==> config.mk <==
export PLATFORM = sky130hd
export DESIGN_NAME = acf_aal1_former
export DESIGN_NICKNAME = d
export VERILOG_FILES = /design/src/acf_pkg.sv /design/src/acf_hdr_if.sv /design/src/acf_aal1_former.sv /design/src/acf_hdr_gen.sv
export SDC_FILE = /design/constraint.sdc
export NUM_CORES = 2
export LEC_CHECK = 0
export ABC_AREA = 1
export BUFFER_PORTS_ARGS = -buffer_cell sky130_fd_sc_hd__buf_2
export CORE_MARGIN = 5
export CORE_UTILIZATION = 45
export CTS_BUF_LIST = sky130_fd_sc_hd__clkbuf_16
export DETAILED_ROUTE_END_ITERATION = 12
export GPL_TIMING_DRIVEN = 1
export HOLD_SLACK_MARGIN = 0.03
export SYNTH_ARGS = -nofsm -noshare
export SYNTH_HDL_FRONTEND = slang
export SYNTH_SLANG_ARGS = --single-unit
==> constraint.sdc <==
create_clock -name ref_clk -period 6.6 [get_ports ref_clk]
set_clock_uncertainty 0.2 [all_clocks]
set_input_delay 0.66 -clock ref_clk [delete_from_list [all_inputs] [get_ports ref_clk]]
set_output_delay 0.66 -clock ref_clk [all_outputs]
set_load 0.01 [all_outputs]
==> src/acf_pkg.sv <==
// acf_pkg: shared constants of the four-channel aal1 cell former.
// assumes a single 20 MHz reference clock drives all users.
package acf_pkg;
  // ==========================================================
  // cell geometry
  localparam int NUM_CH = 4;
  localparam int CELL_LEN = 53;
  localparam int ATM_HDR_LEN = 4;
  localparam int HEC_POS = 4;
  localparam int AAL_HDR_POS = 5;
  localparam int PTR_POS = 6;
  localparam int PAY_FULL = 47;
  localparam int PAY_MIN = 2;
  localparam int LAST_SEQ = 7;
  localparam int PTR_SEQ_LAST = 6;
  localparam int SIZE_W = 10;
  localparam int FILL_W = 6;
  // ==========================================================
  // byte values
  localparam logic [6:0] PTR_NONE = 7'h7F;
  localparam logic [7:0] HEC_SLOT = 8'h00;
  localparam logic [7:0] PAD_BYTE = 8'h00;
  localparam logic [2:0] CRC_POLY = 3'h3;
endpackage

==> src/acf_hdr_if.sv <==
// acf_hdr_if: carries header fields to the header encoder and the coded bytes back.
// assumes both ends sit on the same clock; the path is purely combinational.
`timescale 1ns/100ps
`default_nettype none
interface acf_hdr_if;
  logic [2:0] seq;
  logic csi;
  logic [6:0] ptr_val;
  logic [7:0] hdr_byte;
  logic [7:0] ptr_byte;
  modport gen (input seq, input csi, input ptr_val, output hdr_byte, output ptr_byte);
  modport user (output seq, output csi, output ptr_val, input hdr_byte, input ptr_byte);
endinterface
`default_nettype wire

==> src/acf_aal1_former.sv <==
// acf_aal1_former: four-channel aal1 cell formation with a receive sequence check.
// assumes config inputs and the cell side run on ref_clk; line pins are asynchronous.
// Notes on behaviour
// - aal1 header octet leads every cell body, before payload.
// - unstructured cells carry 376 bits, 47 octets, after the header.
// - structured: seven cells of eight hold 47 octets, one holds 46 plus pointer.
// - unstructured: a full payload is sent at once with both headers.
// - sequence count rises modulo 8 in each new cell.
// - one csi bit beside the count, meaning set by service type.
// - three-bit crc covers the sequence number field.
// - parity bit covers csi, count and crc, seven bits.
// - time-stamp clocking puts four rts bits in odd cells' csi.
// - received counts are checked for order, loss and misinsertion.
// - pointer octet: offset in bits 6..0, even parity in bit 7.
// - pointer counts octets to next structure start; zero means first payload.
// - csi one in an even cell marks the second octet as pointer.
// - structured payload moves as whole aligned octets.
// - payload octets per cell are programmed per channel.
// - four channels run independently with own clocking and mapping.
// - cell port uses utopia cell-level flow control or synchronous fifo mode.
// - pointer goes in first even cell preceding a structure boundary.
// - no boundary in the cycle still gets a pointer of 127.
`timescale 1ns/100ps
`default_nettype none
module acf_aal1_former
  import acf_pkg::*;
(
  input wire logic ref_clk,
  input wire logic rst_n,
  input wire logic [NUM_CH-1:0] line_clk,
  input wire logic [NUM_CH-1:0] line_dat,
  input wire logic [NUM_CH-1:0] line_sync,
  input wire logic [NUM_CH-1:0] chan_en,
  input wire logic [NUM_CH-1:0] struct_mode,
  input wire logic [NUM_CH-1:0] ts_mode,
  input wire logic [4*NUM_CH-1:0] rts_val,
  input wire logic [FILL_W*NUM_CH-1:0] fill_len,
  input wire logic [SIZE_W*NUM_CH-1:0] struct_size,
  input wire logic [32*NUM_CH-1:0] atm_hdr,
  input wire logic fifo_mode,
  input wire logic cell_ready,
  output logic [7:0] cell_data,
  output logic cell_soc,
  output logic cell_valid,
  output logic [1:0] cell_chan,
  output logic [NUM_CH-1:0] tx_ovf,
  input wire logic rx_valid,
  input wire logic rx_soc,
  input wire logic [7:0] rx_data,
  input wire logic [1:0] rx_chan,
  output logic [NUM_CH-1:0] rx_seq_err,
  output logic [NUM_CH-1:0] rx_hdr_err
);

  typedef enum logic {ACF_IDLE, ACF_SEND} acf_tx_e;

  logic [7:0] ch_byte [NUM_CH];
  logic [2:0] ch_seq [NUM_CH];
  logic ch_csi [NUM_CH];
  logic ch_ptr [NUM_CH];
  logic [6:0] ch_pv [NUM_CH];
  logic [FILL_W-1:0] ch_cnt [NUM_CH];
  logic [1:0] ch_wr [NUM_CH];
  logic [1:0] rd_cnt_r [NUM_CH];
  logic [5:0] pay_idx;
  logic [NUM_CH-1:0] ovf_r;

  // ==========================================================
  // per-channel collectors, two cell banks each
  for (genvar c = 0; c < NUM_CH; c++)
  begin : g_ch
    logic [2:0] s1_r, s2_r;
    logic clk_d_r, bsync_r, synced_r, pdone_r, cptr_r;
    logic [2:0] bit_cnt_r, cseq_r;
    logic [6:0] shift_r, cpv_r;
    logic [5:0] idx_r;
    logic [SIZE_W-1:0] rem_r;
    logic [1:0] wr_cnt_r;
    logic [7:0] mem [2][PAY_FULL];
    logic [2:0] mseq_r [2];
    logic mcsi_r [2];
    logic mptr_r [2];
    logic [6:0] mpv_r [2];
    logic [FILL_W-1:0] mcnt_r [2];
    wire en = chan_en[c];
    wire st = struct_mode[c];
    wire [FILL_W-1:0] fl_raw = fill_len[FILL_W*c +: FILL_W];
    wire [FILL_W-1:0] fill = (fl_raw < FILL_W'(PAY_MIN)) ? FILL_W'(PAY_MIN) :
                             (fl_raw > FILL_W'(PAY_FULL)) ? FILL_W'(PAY_FULL) : fl_raw;
    wire [SIZE_W-1:0] ssz = struct_size[SIZE_W*c +: SIZE_W];
    wire rise = s2_r[2] & ~clk_d_r;
    wire sync_now = st & s2_r[0];
    wire [2:0] eff_cnt = sync_now ? 3'h0 : bit_cnt_r;
    wire byte_done = en & rise & (eff_cnt == 3'h7);
    wire byte_sync = bsync_r;
    wire [7:0] new_byte = {shift_r, s2_r[1]};
    wire [SIZE_W-1:0] offv = byte_sync ? '0 : rem_r;
    wire [SIZE_W-1:0] win = SIZE_W'({fill, 1'b0}) - SIZE_W'(2);
    wire in_reach = (synced_r | byte_sync) & (offv <= win);
    wire ptr_take = st & ~cseq_r[0] & ~pdone_r &
                    (in_reach | (cseq_r == 3'(PTR_SEQ_LAST)));
    wire [6:0] ptr_v = in_reach ? offv[6:0] : PTR_NONE;
    wire cur_ptr = (idx_r == '0) ? ptr_take : cptr_r;
    wire [6:0] cur_pv = (idx_r == '0) ? ptr_v : cpv_r;
    wire [5:0] limit = cur_ptr ? 6'(fill - FILL_W'(1)) : 6'(fill);
    wire full = (wr_cnt_r - rd_cnt_r[c]) == 2'h2;
    wire wr_ok = byte_done & ~full;
    wire close = wr_ok & (idx_r == limit - 6'h1);
    wire rts_bit = rts_val[4*c + 3 - 32'(cseq_r[2:1])];
    wire csi = cseq_r[0] ? (ts_mode[c] & rts_bit) : (st & cur_ptr);
    wire rb = rd_cnt_r[c][0];

    assign ch_byte[c] = mem[rb][pay_idx];
    assign ch_seq[c] = mseq_r[rb];
    assign ch_csi[c] = mcsi_r[rb];
    assign ch_ptr[c] = mptr_r[rb];
    assign ch_pv[c] = mpv_r[rb];
    assign ch_cnt[c] = mcnt_r[rb];
    assign ch_wr[c] = wr_cnt_r;

    // line pins pass two flops before any use
    always_ff @(posedge ref_clk or negedge rst_n)
    begin
      if (!rst_n)
      begin
        s1_r <= '0;
        s2_r <= '0;
        clk_d_r <= 1'b0;
      end
      else
      begin
        s1_r <= {line_clk[c], line_dat[c], line_sync[c]};
        s2_r <= s1_r;
        clk_d_r <= s2_r[2];
      end
    end

    always_ff @(posedge ref_clk or negedge rst_n)
    begin
      if (!rst_n)
      begin
        bit_cnt_r <= '0;
        shift_r <= '0;
        bsync_r <= 1'b0;
        synced_r <= 1'b0;
        rem_r <= '0;
      end
      else if (!en)
      begin
        bit_cnt_r <= '0;
        bsync_r <= 1'b0;
        synced_r <= 1'b0;
      end
      else if (rise)
      begin
        bit_cnt_r <= eff_cnt + 3'h1;
        shift_r <= {shift_r[5:0], s2_r[1]};
        if (eff_cnt == 3'h0)
          bsync_r <= sync_now;
        if (byte_done)
        begin
          synced_r <= synced_r | byte_sync;
          rem_r <= (byte_sync || rem_r == '0) ? ssz - SIZE_W'(1) : rem_r - SIZE_W'(1);
        end
      end
    end

    // cell assembly; disabled channel restarts its count and cycle
    always_ff @(posedge ref_clk or negedge rst_n)
    begin
      if (!rst_n)
      begin
        idx_r <= '0;
        cseq_r <= '0;
        pdone_r <= 1'b0;
        cptr_r <= 1'b0;
        cpv_r <= '0;
        wr_cnt_r <= '0;
        ovf_r[c] <= 1'b0;
      end
      else if (!en)
      begin
        idx_r <= '0;
        cseq_r <= '0;
        pdone_r <= 1'b0;
        ovf_r[c] <= 1'b0;
      end
      else
      begin
        ovf_r[c] <= byte_done & full;
        if (wr_ok)
        begin
          cptr_r <= cur_ptr;
          cpv_r <= cur_pv;
          idx_r <= close ? '0 : idx_r + 6'h1;
        end
        if (close)
        begin
          wr_cnt_r <= wr_cnt_r + 2'h1;
          cseq_r <= cseq_r + 3'h1;
          pdone_r <= (cseq_r == 3'(LAST_SEQ)) ? 1'b0 : (pdone_r | cur_ptr);
        end
      end
    end

    // storage has no reset; a bank is read only after its close
    always_ff @(posedge ref_clk)
    begin
      if (wr_ok)
        mem[wr_cnt_r[0]][idx_r] <= new_byte;
      if (close)
      begin
        mseq_r[wr_cnt_r[0]] <= cseq_r;
        mcsi_r[wr_cnt_r[0]] <= csi;
        mptr_r[wr_cnt_r[0]] <= cur_ptr;
        mpv_r[wr_cnt_r[0]] <= cur_pv;
        mcnt_r[wr_cnt_r[0]] <= FILL_W'(limit);
      end
    end

  end

  // ==========================================================
  // cell transmitter, round robin over ready channels
  acf_tx_e state_r;
  logic [1:0] sel_r, pick;
  logic [5:0] pos_r;
  logic [7:0] data_r;
  logic soc_r, valid_r, any_avail;
  logic [NUM_CH-1:0] avail;
  acf_hdr_if tx_h ();
  acf_hdr_gen u_tx_hdr (.h(tx_h));

  for (genvar c = 0; c < NUM_CH; c++)
  begin : g_av
    assign avail[c] = chan_en[c] & (ch_wr[c] != rd_cnt_r[c]);
  end

  always_comb
  begin
    pick = sel_r;
    any_avail = 1'b0;
    for (int k = NUM_CH; k >= 1; k--)
    begin
      if (avail[2'(sel_r + 2'(k))])
      begin
        pick = 2'(sel_r + 2'(k));
        any_avail = 1'b1;
      end
    end
  end

  wire has_ptr = ch_ptr[sel_r];
  assign pay_idx = pos_r - 6'(PTR_POS) - {5'h0, has_ptr};
  assign tx_h.seq = ch_seq[sel_r];
  assign tx_h.csi = ch_csi[sel_r];
  assign tx_h.ptr_val = ch_pv[sel_r];
  wire [31:0] hdr_word = atm_hdr[{sel_r, 5'h00} +: 32];
  wire [7:0] atm_byte = hdr_word[8*(3 - 32'(pos_r[1:0])) +: 8];
  wire is_pay = pos_r > 6'(AAL_HDR_POS) + {5'h0, has_ptr};
  wire [7:0] pay_byte = (pay_idx < 6'(ch_cnt[sel_r])) ? ch_byte[sel_r] : PAD_BYTE;
  wire [7:0] tx_byte = (pos_r < 6'(ATM_HDR_LEN)) ? atm_byte :
                       (pos_r == 6'(HEC_POS)) ? HEC_SLOT :
                       (pos_r == 6'(AAL_HDR_POS)) ? tx_h.hdr_byte :
                       !is_pay ? tx_h.ptr_byte : pay_byte;
  wire advance = fifo_mode ? (~valid_r | cell_ready) : 1'b1;
  wire start = (state_r == ACF_IDLE) & any_avail & (fifo_mode | cell_ready);
  wire load = (state_r == ACF_SEND) & advance;
  wire last = load & (pos_r == 6'(CELL_LEN - 1));

  always_ff @(posedge ref_clk or negedge rst_n)
  begin
    if (!rst_n)
    begin
      state_r <= ACF_IDLE;
      sel_r <= '0;
      pos_r <= '0;
    end
    else
    begin
      case (state_r)
        ACF_IDLE:
          if (start)
          begin
            state_r <= ACF_SEND;
            sel_r <= pick;
            pos_r <= '0;
          end
        ACF_SEND:
          if (last)
            state_r <= ACF_IDLE;
          else if (load)
            pos_r <= pos_r + 6'h1;
        default:
          state_r <= ACF_IDLE;
      endcase
    end
  end

  always_ff @(posedge ref_clk or negedge rst_n)
  begin
    if (!rst_n)
    begin
      data_r <= '0;
      soc_r <= 1'b0;
      valid_r <= 1'b0;
    end
    else if (load)
    begin
      data_r <= tx_byte;
      soc_r <= pos_r == '0;
      valid_r <= 1'b1;
    end
    else if (advance)
    begin
      soc_r <= 1'b0;
      valid_r <= 1'b0;
    end
  end

  // disabled channels drop queued cells so a re-enable starts clean
  for (genvar c = 0; c < NUM_CH; c++)
  begin : g_rd
    wire busy = (state_r == ACF_SEND) & (sel_r == 2'(c));
    always_ff @(posedge ref_clk or negedge rst_n)
    begin
      if (!rst_n)
        rd_cnt_r[c] <= '0;
      else if (last && sel_r == 2'(c))
        rd_cnt_r[c] <= rd_cnt_r[c] + 2'h1;
      else if (!chan_en[c] && !busy)
        rd_cnt_r[c] <= ch_wr[c];
    end
  end

  // ==========================================================
  // receive header check
  logic [5:0] rx_pos_r;
  logic [2:0] exp_r [NUM_CH];
  logic [NUM_CH-1:0] seen_r, seq_err_r, hdr_err_r;
  acf_hdr_if rx_h ();
  acf_hdr_gen u_rx_hdr (.h(rx_h));
  assign rx_h.seq = rx_data[6:4];
  assign rx_h.csi = rx_data[7];
  assign rx_h.ptr_val = '0;
  wire [5:0] rx_cur = rx_soc ? 6'h0 : rx_pos_r;
  wire rx_chk = rx_valid & (rx_cur == 6'(AAL_HDR_POS));
  wire rx_bad = rx_h.hdr_byte != rx_data;

  always_ff @(posedge ref_clk or negedge rst_n)
  begin
    if (!rst_n)
      rx_pos_r <= '0;
    else if (rx_valid && rx_cur != 6'h3F)
      rx_pos_r <= rx_cur + 6'h1;
  end

  for (genvar c = 0; c < NUM_CH; c++)
  begin : g_rx
    wire hit = rx_chk & (rx_chan == 2'(c));
    always_ff @(posedge ref_clk or negedge rst_n)
    begin
      if (!rst_n)
      begin
        exp_r[c] <= '0;
        seen_r[c] <= 1'b0;
        seq_err_r[c] <= 1'b0;
        hdr_err_r[c] <= 1'b0;
      end
      else
      begin
        seq_err_r[c] <= hit & ~rx_bad & seen_r[c] & (rx_data[6:4] != exp_r[c]);
        hdr_err_r[c] <= hit & rx_bad;
        if (!chan_en[c])
          seen_r[c] <= 1'b0;
        else if (hit && !rx_bad)
        begin
          exp_r[c] <= rx_data[6:4] + 3'h1;
          seen_r[c] <= 1'b1;
        end
      end
    end
  end

  assign cell_data = data_r;
  assign cell_soc = soc_r;
  assign cell_valid = valid_r;
  assign cell_chan = sel_r;
  assign tx_ovf = ovf_r;
  assign rx_seq_err = seq_err_r;
  assign rx_hdr_err = hdr_err_r;
endmodule
`default_nettype wire

==> src/acf_hdr_gen.sv <==
// acf_hdr_gen: builds the aal1 header octet and the structure pointer octet.
// assumes inputs are stable within the cycle; no state is kept here.
`timescale 1ns/100ps
`default_nettype none
module acf_hdr_gen
  import acf_pkg::*;
(
  acf_hdr_if.gen h
);
  // ==========================================================
  // crc-3 over csi and sequence count, then even parity
  logic [6:0] sn_prot;
  always_comb
  begin
    logic [2:0] rem;
    logic [3:0] sn;
    logic fb;
    rem = 3'h0;
    sn = {h.csi, h.seq};
    fb = 1'b0;
    for (int i = 3; i >= 0; i--)
    begin
      fb = rem[2] ^ sn[i];
      rem = {rem[1:0], 1'b0} ^ (fb ? CRC_POLY : 3'h0);
    end
    sn_prot = {sn, rem};
  end
  assign h.hdr_byte = {sn_prot, ^sn_prot};
  assign h.ptr_byte = {^h.ptr_val, h.ptr_val};
endmodule
`default_nettype wire

Word level (Yosys, flattened, before mapping):

Memory sizes are Yosys's and may differ from the RTL's.
Cells that the tools add are included.

* flip-flop bits (word level): 257
* memory bits (writable): 3152
* input port bits: 248
* output and inout bits: 24
* memories kept: 24

Memories
* g_ch[0].mem: words 2, width 376, rd ports 1, clocked after memory_dff 0, wr ports 1, RTL line acf_aal1_former.sv:79 `logic [7:0] mem [2][PAY_FULL];`
* g_ch[1].mem: words 2, width 376, rd ports 1, clocked after memory_dff 0, wr ports 1, RTL line acf_aal1_former.sv:79
* g_ch[2].mem: words 2, width 376, rd ports 1, clocked after memory_dff 0, wr ports 1, RTL line acf_aal1_former.sv:79
* g_ch[3].mem: words 2, width 376, rd ports 1, clocked after memory_dff 0, wr ports 1, RTL line acf_aal1_former.sv:79
* g_ch[0].mpv_r: words 2, width 7, rd ports 1, clocked after memory_dff 0, wr ports 1, RTL line acf_aal1_former.sv:83 `logic [6:0] mpv_r [2];`
* g_ch[1].mpv_r: words 2, width 7, rd ports 1, clocked after memory_dff 0, wr ports 1, RTL line acf_aal1_former.sv:83
* 18 more memories

* add/sub/neg operators: 58
* magnitude comparators: 33
* equality and inequality tests: 67
* shifts and indexed selects: 2
* muxes and demuxes: 226
* bitwise gates (word level): 136
* reductions and logical operators: 84

Operator list (count)
* 376-bit two-way mux: 4
* 8-bit binary-select mux with 6-bit select: 4
* 8-bit demux with 6-bit select: 4
* 6-bit two-way mux: 30
* 8-bit two-way mux: 19
* 32-bit by 5-bit less-than comparator with 1-bit output (second input constant): 4
* 128-bit by 8-bit indexed part select with 32-bit output: 1
* 1-bit two-way mux: 90
* 1-bit AND: 85
* 10-bit two-way mux: 8
* 10-bit by 1-bit subtractor with 10-bit output (second input constant): 8
* 7-bit two-way mux: 10
* 3-bit two-way mux: 22
* 2-bit by 1-bit != test with 1-bit output (second input constant): 25
* 2-bit AND reduction: 24
* 6-bit by 1-bit subtractor with 6-bit output (second input constant): 8
* 10-bit <= comparator: 4
* 10-bit logical NOT: 4
* 2-bit two-way mux: 19
* 6-bit by 1-bit adder with 6-bit output (second input constant): 6
* 3-bit equality test (second input constant): 12
* 7-bit greater-or-equal comparator (second input constant): 5
* 6-bit inverter with 7-bit output: 5
* 32-bit by 33-bit indexed part select with 8-bit output: 1
* other kinds (53): 204

Depth between registers and ports, before layout:

* depth in word-level cells: 17
* mapped depth: 37
* gate-level depth less buffers: 36

Hierarchy:

From an unflattened synthesis, not the netlist that was laid out.

* cells, all modules: 12319
* area, all modules: 144556.1 um^2

By module, submodules not included
* acf_aal1_former: times used 1, cells an instance 12195, area each 143940.6 um^2, seq. area each 101081.9 um^2
* acf_hdr_gen: times used 2, cells an instance 62, area each 307.8 um^2, seq. area each 0.0 um^2

Least setup slack after synthesis:

OpenSTA, ideal clock, no wires.

* path kind: reg2reg
* from: register sel_r[0] (netlist: cell_chan[0])
* to: register data_r[0] (netlist: cell_data[0])
* arrival time: 4.915 ns
* data required time: 6.323 ns
* slack: 1.408 ns
* cell stages (with the launch flop): 27
* period minus slack after synthesis: 5.192 ns
* cells stage by stage: dfrtp_1 inv_1 clkbuf_1 clkbuf_1 clkbuf_1 clkbuf_1 clkbuf_1 o21ai_0 o221ai_1 o21ai_0 inv_1 ha_1 inv_1 ha_1 inv_1 ha_1 o211ai_1 xor2_1 clkbuf_1 ha_1 a21oi_1 nand2_1 nor2_1 o21ai_0 nor2_1 o211ai_1 a21oi_1

* word-level cells in the longest chain between the ends: 17
* elaborated cells between the ends (all ways): 54
* those cells by class: add/sub: 2; order compare: 2; shift: 2; mux: 39; bitwise: 8; reduce/logical: 1

RTL lines
* start: declaration: RTL line acf_aal1_former.sv:226 `logic [1:0] sel_r, pick;`
* start signal: assignment: RTL line acf_aal1_former.sv:286 `sel_r <= pick;`
* 2-bit inverter with 3-bit output (not written as such)
* 1-bit binary-select mux with 2-bit select: RTL line acf_aal1_former.sv:253 `wire has_ptr = ch_ptr[sel_r];`
* 1-bit two-way mux (not written as such) (2 in a row): RTL line acf_aal1_former.sv:253
* 6-bit by 1-bit subtractor with 6-bit output: RTL line acf_aal1_former.sv:254 `assign pay_idx = pos_r - 6'(PTR_POS) - {5'h0, has_ptr};`
* 6-bit inverter with 7-bit output (not written as such): RTL line acf_aal1_former.sv:113 `assign ch_byte[c] = mem[rb][pay_idx];`
* 8-bit binary-select mux with 6-bit select: RTL line acf_aal1_former.sv:113
* 8-bit two-way mux (not written as such) (2 in a row): RTL line acf_aal1_former.sv:113
* 8-bit binary-select mux with 2-bit select: RTL line acf_aal1_former.sv:261 `wire [7:0] pay_byte = (pay_idx < 6'(ch_cnt[sel_r])) ? ch_byte[sel_r] : PAD_BYTE;`
* 8-bit two-way mux (not written as such) (2 in a row): RTL line acf_aal1_former.sv:261
* 8-bit two-way mux: RTL line acf_aal1_former.sv:261
* 8-bit two-way mux: RTL line acf_aal1_former.sv:265 `!is_pay ? tx_h.ptr_byte : pay_byte;`
* 8-bit two-way mux: RTL line acf_aal1_former.sv:264 `(pos_r == 6'(AAL_HDR_POS)) ? tx_h.hdr_byte :`
* 8-bit two-way mux: RTL line acf_aal1_former.sv:263 `(pos_r == 6'(HEC_POS)) ? HEC_SLOT :`
* 8-bit two-way mux *: RTL line acf_aal1_former.sv:262 `wire [7:0] tx_byte = (pos_r < 6'(ATM_HDR_LEN)) ? atm_byte :`
* end signal: assignment: RTL line acf_aal1_former.sv:310 `data_r <= tx_byte;`
* end: declaration: RTL line acf_aal1_former.sv:228 `logic [7:0] data_r;`

Mark *: on every way between the ends. The rest lies on a longest branch, timed or not. The select of a mux whose other input is x is not followed.
A chain may end at the register's enable or synchronous reset.

Worst setup path in the final report:

* from: register rd_cnt_r, in the netlist g_ch[3].rb
* to: register data_r[7] (netlist: cell_data[7])

* word-level cells in the longest chain between the ends: 17
* elaborated cells between the ends (all ways): 43
* those cells by class: add/sub: 2; order compare: 2; mux: 32; bitwise: 1; reduce/logical: 1; memory: 5

RTL lines
* start: declaration: RTL line acf_aal1_former.sv:64 `logic [1:0] rd_cnt_r [NUM_CH];`
* start signal: indexed assignment: RTL line acf_aal1_former.sv:330 `rd_cnt_r[c] <= rd_cnt_r[c] + 2'h1;`
* start signal: indexed assignment: RTL line acf_aal1_former.sv:332 `rd_cnt_r[c] <= ch_wr[c];`
* memory 2 x 1 bit
* 1-bit binary-select mux with 2-bit select: RTL line acf_aal1_former.sv:253
* 1-bit two-way mux (not written as such) (2 in a row): RTL line acf_aal1_former.sv:253
* 6-bit by 1-bit subtractor with 6-bit output: RTL line acf_aal1_former.sv:254
* 6-bit inverter with 7-bit output (not written as such): RTL line acf_aal1_former.sv:113
* 8-bit binary-select mux with 6-bit select: RTL line acf_aal1_former.sv:113
* 8-bit two-way mux (not written as such) (2 in a row): RTL line acf_aal1_former.sv:113
* 8-bit binary-select mux with 2-bit select: RTL line acf_aal1_former.sv:261
* 8-bit two-way mux (not written as such) (2 in a row): RTL line acf_aal1_former.sv:261
* 8-bit two-way mux: RTL line acf_aal1_former.sv:261
* 8-bit two-way mux: RTL line acf_aal1_former.sv:265
* 8-bit two-way mux *: RTL line acf_aal1_former.sv:264
* 8-bit two-way mux *: RTL line acf_aal1_former.sv:263
* 8-bit two-way mux *: RTL line acf_aal1_former.sv:262

Marks and branches as above.

==> metrics.md <==
| Metric | Value |
|---|---|
| Yosys reg bits | 3409 |
| Unique masters post-synth | 65 |
| Avg Cell Area, Syn | 11.9 um2 |
| PD cells | 533 nW/um2 |
| Final slew viol count | 0 |
| Largest net degree at the start of global routing | 174 |
| Synth Flop Type | edfxtp_1 |
| Final setup vio count | 0 |
| Crit share post-route | 97.7% |
| Top-area cell type share of the netlist area | 65.8% |
| Vias per cell | 5.94 |
| Row count | 207 |
| Relative slew slack | 8.32% |
| Post-synthesis sequential area ratio | 70.3% |
| H-tree levels | 5 |
| Critical path type | reg2reg |
| Initial Util | 45.2% |
| Die Width | 575 um |
| Hpwl dp | 269000 um |
| Drt initial violations | 11451 |
| Max Cap Viol | 0 |
| Most instantiated cells after synthesis | edfxtp_1, nand2_1, a21oi_1 |
| Synthesized area | 144000 um2 |
| Cell taking the most area after synthesis | edfxtp_1 |
| Vias | 99899 |
| Vias in the first global route | 96993 |
| FFs w/ async S/R, synth | 7.54% |
| First-pass GRT wire length | 642000 um |
| Die Ht | 575 um |
| Fraction of layout cells with a size suffix above 1 | 10.4% |
| Fmax | 0.155 GHz |
| GPL Wtd Cong | 0.934 |
| Final antenna-violating net count | 0 |
| Min-delay worst type | in2reg |
| Leakage | 57.7 nW |
| Overall power | 86.8 mW |
| Num ports | 272 |
| RSZ-0062 raised after global routing | false |
| Yosys synthesis warning count | 0 |
| TritonCTS buffer count | 353 |
| Initial antenna violation count | 19 |
| Core box area | 318000 um2 |
| CTS clock-pin slew for the worst setup and hold paths | 0.06 ns |
| Tmin final | 6.45 ns |
| Register area | 101000 um2 |
| CP Max Fanout | 48 |
| Multi-input gate area | 38000 um2 |
| Final Hold Fails | 0 |
| Final core utilization | 51.2% |
| CP startpoint kind | register |
| Full die area | 331000 um2 |
| Status | finished, final reports clean |
| Area delta synth->final | 13.3% |
| Mapped Cells | 12093 |
| Synth top area cells | edfxtp_1, nand2_1, dfrtp_1 |
| Detailed Routing Iterations Pass 1 | 9 |
| CP arrival | 7.08 ns |
| Filler instances | 27149 |
| Total track usage | 25.6% |
| Total Wirelength | 436000 um |
| Nets@finish | 12685 |
| CTS tree | done |
| Global route overflow | 0 |
| Number of flops mapped to enable cells by yosys | 3152 |
| CTS Sinks | 3409 |
| Drt drc | 0 |
| Clock latency on the worst-skew pair | 0.96 ns |
| WL/cell | 25.9 um |
| Longest Clk Path Bufs | 4 |
| Least-Margin Pin Slew | 1.36 ns |
| Post-CTS Repair Setup Buffers | 0 |
| Most frequent cell after synthesis | edfxtp_1 |
| Root buf cell | clkbuf_16 |
| VDD IR-drop max | 0.809 mV |
| Port bufs | 271 |
| CP Capture Type | register |
| Setup TNS | 0 ns |
| CP required | 7.23 ns |
[per-layer routing]
metal | track usage [%] | vias up | part of all wire, %
li1 | - | 44697 | -
met4 | 9.21 | 14 | 4.0
met3 | 5.11 | 836 | 9.1
met1 | 35.6 | 49706 | 41
met2 | 40.1 | 4646 | 46
met5 | 0 | - | 0.019
[critical path: stages, from the launching register on]
cell and delay, ns:
dfrtp_4 0.72, inv_8 0.17, nor2_1 0.15, o22ai_1 0.10, o21ai_0 0.65, inv_1 0.11
ha_1 0.22, inv_1 0.09, ha_4 0.40, inv_8 0.46, buf_12 0.32, a221oi_1 0.11
o311ai_0 0.82, nand3_1 0.16, a21oi_1 0.69, o21ai_0 0.16, nand3_1 0.15, nand2_1 0.13
nand2_1 0.13, nand3_1 0.09, nand3b_1 0.11, a21oi_1 0.07
[report_power, final]
group          internal, mW  switching (mW)
Clock                  11.1            8.44
Sequential             24.6           0.678
Combinational          11.8            30.2
Total                  47.5            39.3
[path summary, 6_finish.rpt]
path	from	to	slack [ns]	depth (start not counted)
max	g_ch[3].rb$_DFFE_PN0P_	cell_data[7]$_DFFE_PN0P_	0.15	21
min	fill_len[23]	g_ch[3].mcnt_r[0][5]$_DFFE_PP_	0.11	3
max reg2reg	g_ch[3].rb$_DFFE_PN0P_	cell_data[7]$_DFFE_PN0P_	0.15	21
min reg2reg	g_ch[3].s1_r[2]$_DFF_PN0_	g_ch[3].s2_r[2]$_DFF_PN0_	0.15	0
max in group asynchronous	rst_n	g_ch[2].shift_r[3]$_DFFE_PN0P_	4.55	3
min in group asynchronous	rst_n	g_ch[3].rem_r[7]$_DFFE_PN0P_	0.17	2
[cell usage in the layout, fill, tap and decap left out, types with 103 or more instances in the layout]
master,netlist,final
edfxtp_1,3152,3152
nand2_1,2505,2505
a21oi_1,1125,1125
nor2_1,1075,1072
o21ai_0,834,834
inv_1,409,480
clkbuf_16,0,361
nand3_1,293,293
buf_4,0,290
buf_2,65,270
dfrtp_1,257,215
o221ai_1,203,203
a221oi_1,182,182
nor3_1,156,140
a32o_1,112,112
a22oi_1,103,103
[layout make-up]
class | instances | share of cell area (%)
tap | 4180 | 3.21
inverter | 451 | 1.08
sequential | 3409 | 62.1
timing repair buffer | 702 | 3.29
multi-input combinational | 7424 | 23.3
clock buffer | 361 | 5.55
clock inverter | 278 | 1.37
antenna | 10 | 0.0154
[kinds of logic (layout without fill, tap and decap cells)]
| family | after synthesis | count (layout) | share of synthesized area [%] |
|---|---|---|---|
| XOR/XNOR | 92 | 92 | 0.561 |
| other | 1 | 13 | 0.00261 |
| multiplexers | 29 | 29 | 0.202 |
| AND/OR/NAND/NOR | 4209 | 4209 | 11.8 |
| adder cells (fa/ha/maj) | 96 | 96 | 0.836 |
| AO/OA/AOI/OAI | 2995 | 2995 | 12.9 |
| flip-flops | 3409 | 3409 | 70.3 |
| buffers and inverters | 1262 | 1792 | 3.39 |
[stage by stage]
stage	hold WS, ns	worst slack (ns)	area [um2]	instances
after global routing	0.0868	0.0134	163000	16808
after global placement	0.133	0.260	150000	16065
after CTS	0.0312	0.194	163000	16805
after detailed placement	0.138	0.230	151000	16066
final	0.114	0.152	163000	16815
after floorplan	0.131	1.41	144000	12095
[state kept, by name (all words and copies together) (netlist names), 12 cells and up]
name	cells
g_ch.mem	3008
g_ch.mpv_r	56
g_ch.mcnt_r	48
g_ch.rem_r	40
g_ch.cpv_r	28
g_ch.shift_r	28
g_ch.idx_r	24
g_ch.mseq_r	24
exp_r	12
g_ch.bit_cnt_r	12
g_ch.cseq_r	12
g_ch.s1_r	12
g_ch.s2_r	12
[what timing repair did]
item                       CTS  global route
hold buffers               100             0
hold endpoints to repair   219             0
resized for setup            0             1
setup endpoints to repair    0             2
Note: power is estimated with default switching activity, not from simulation.
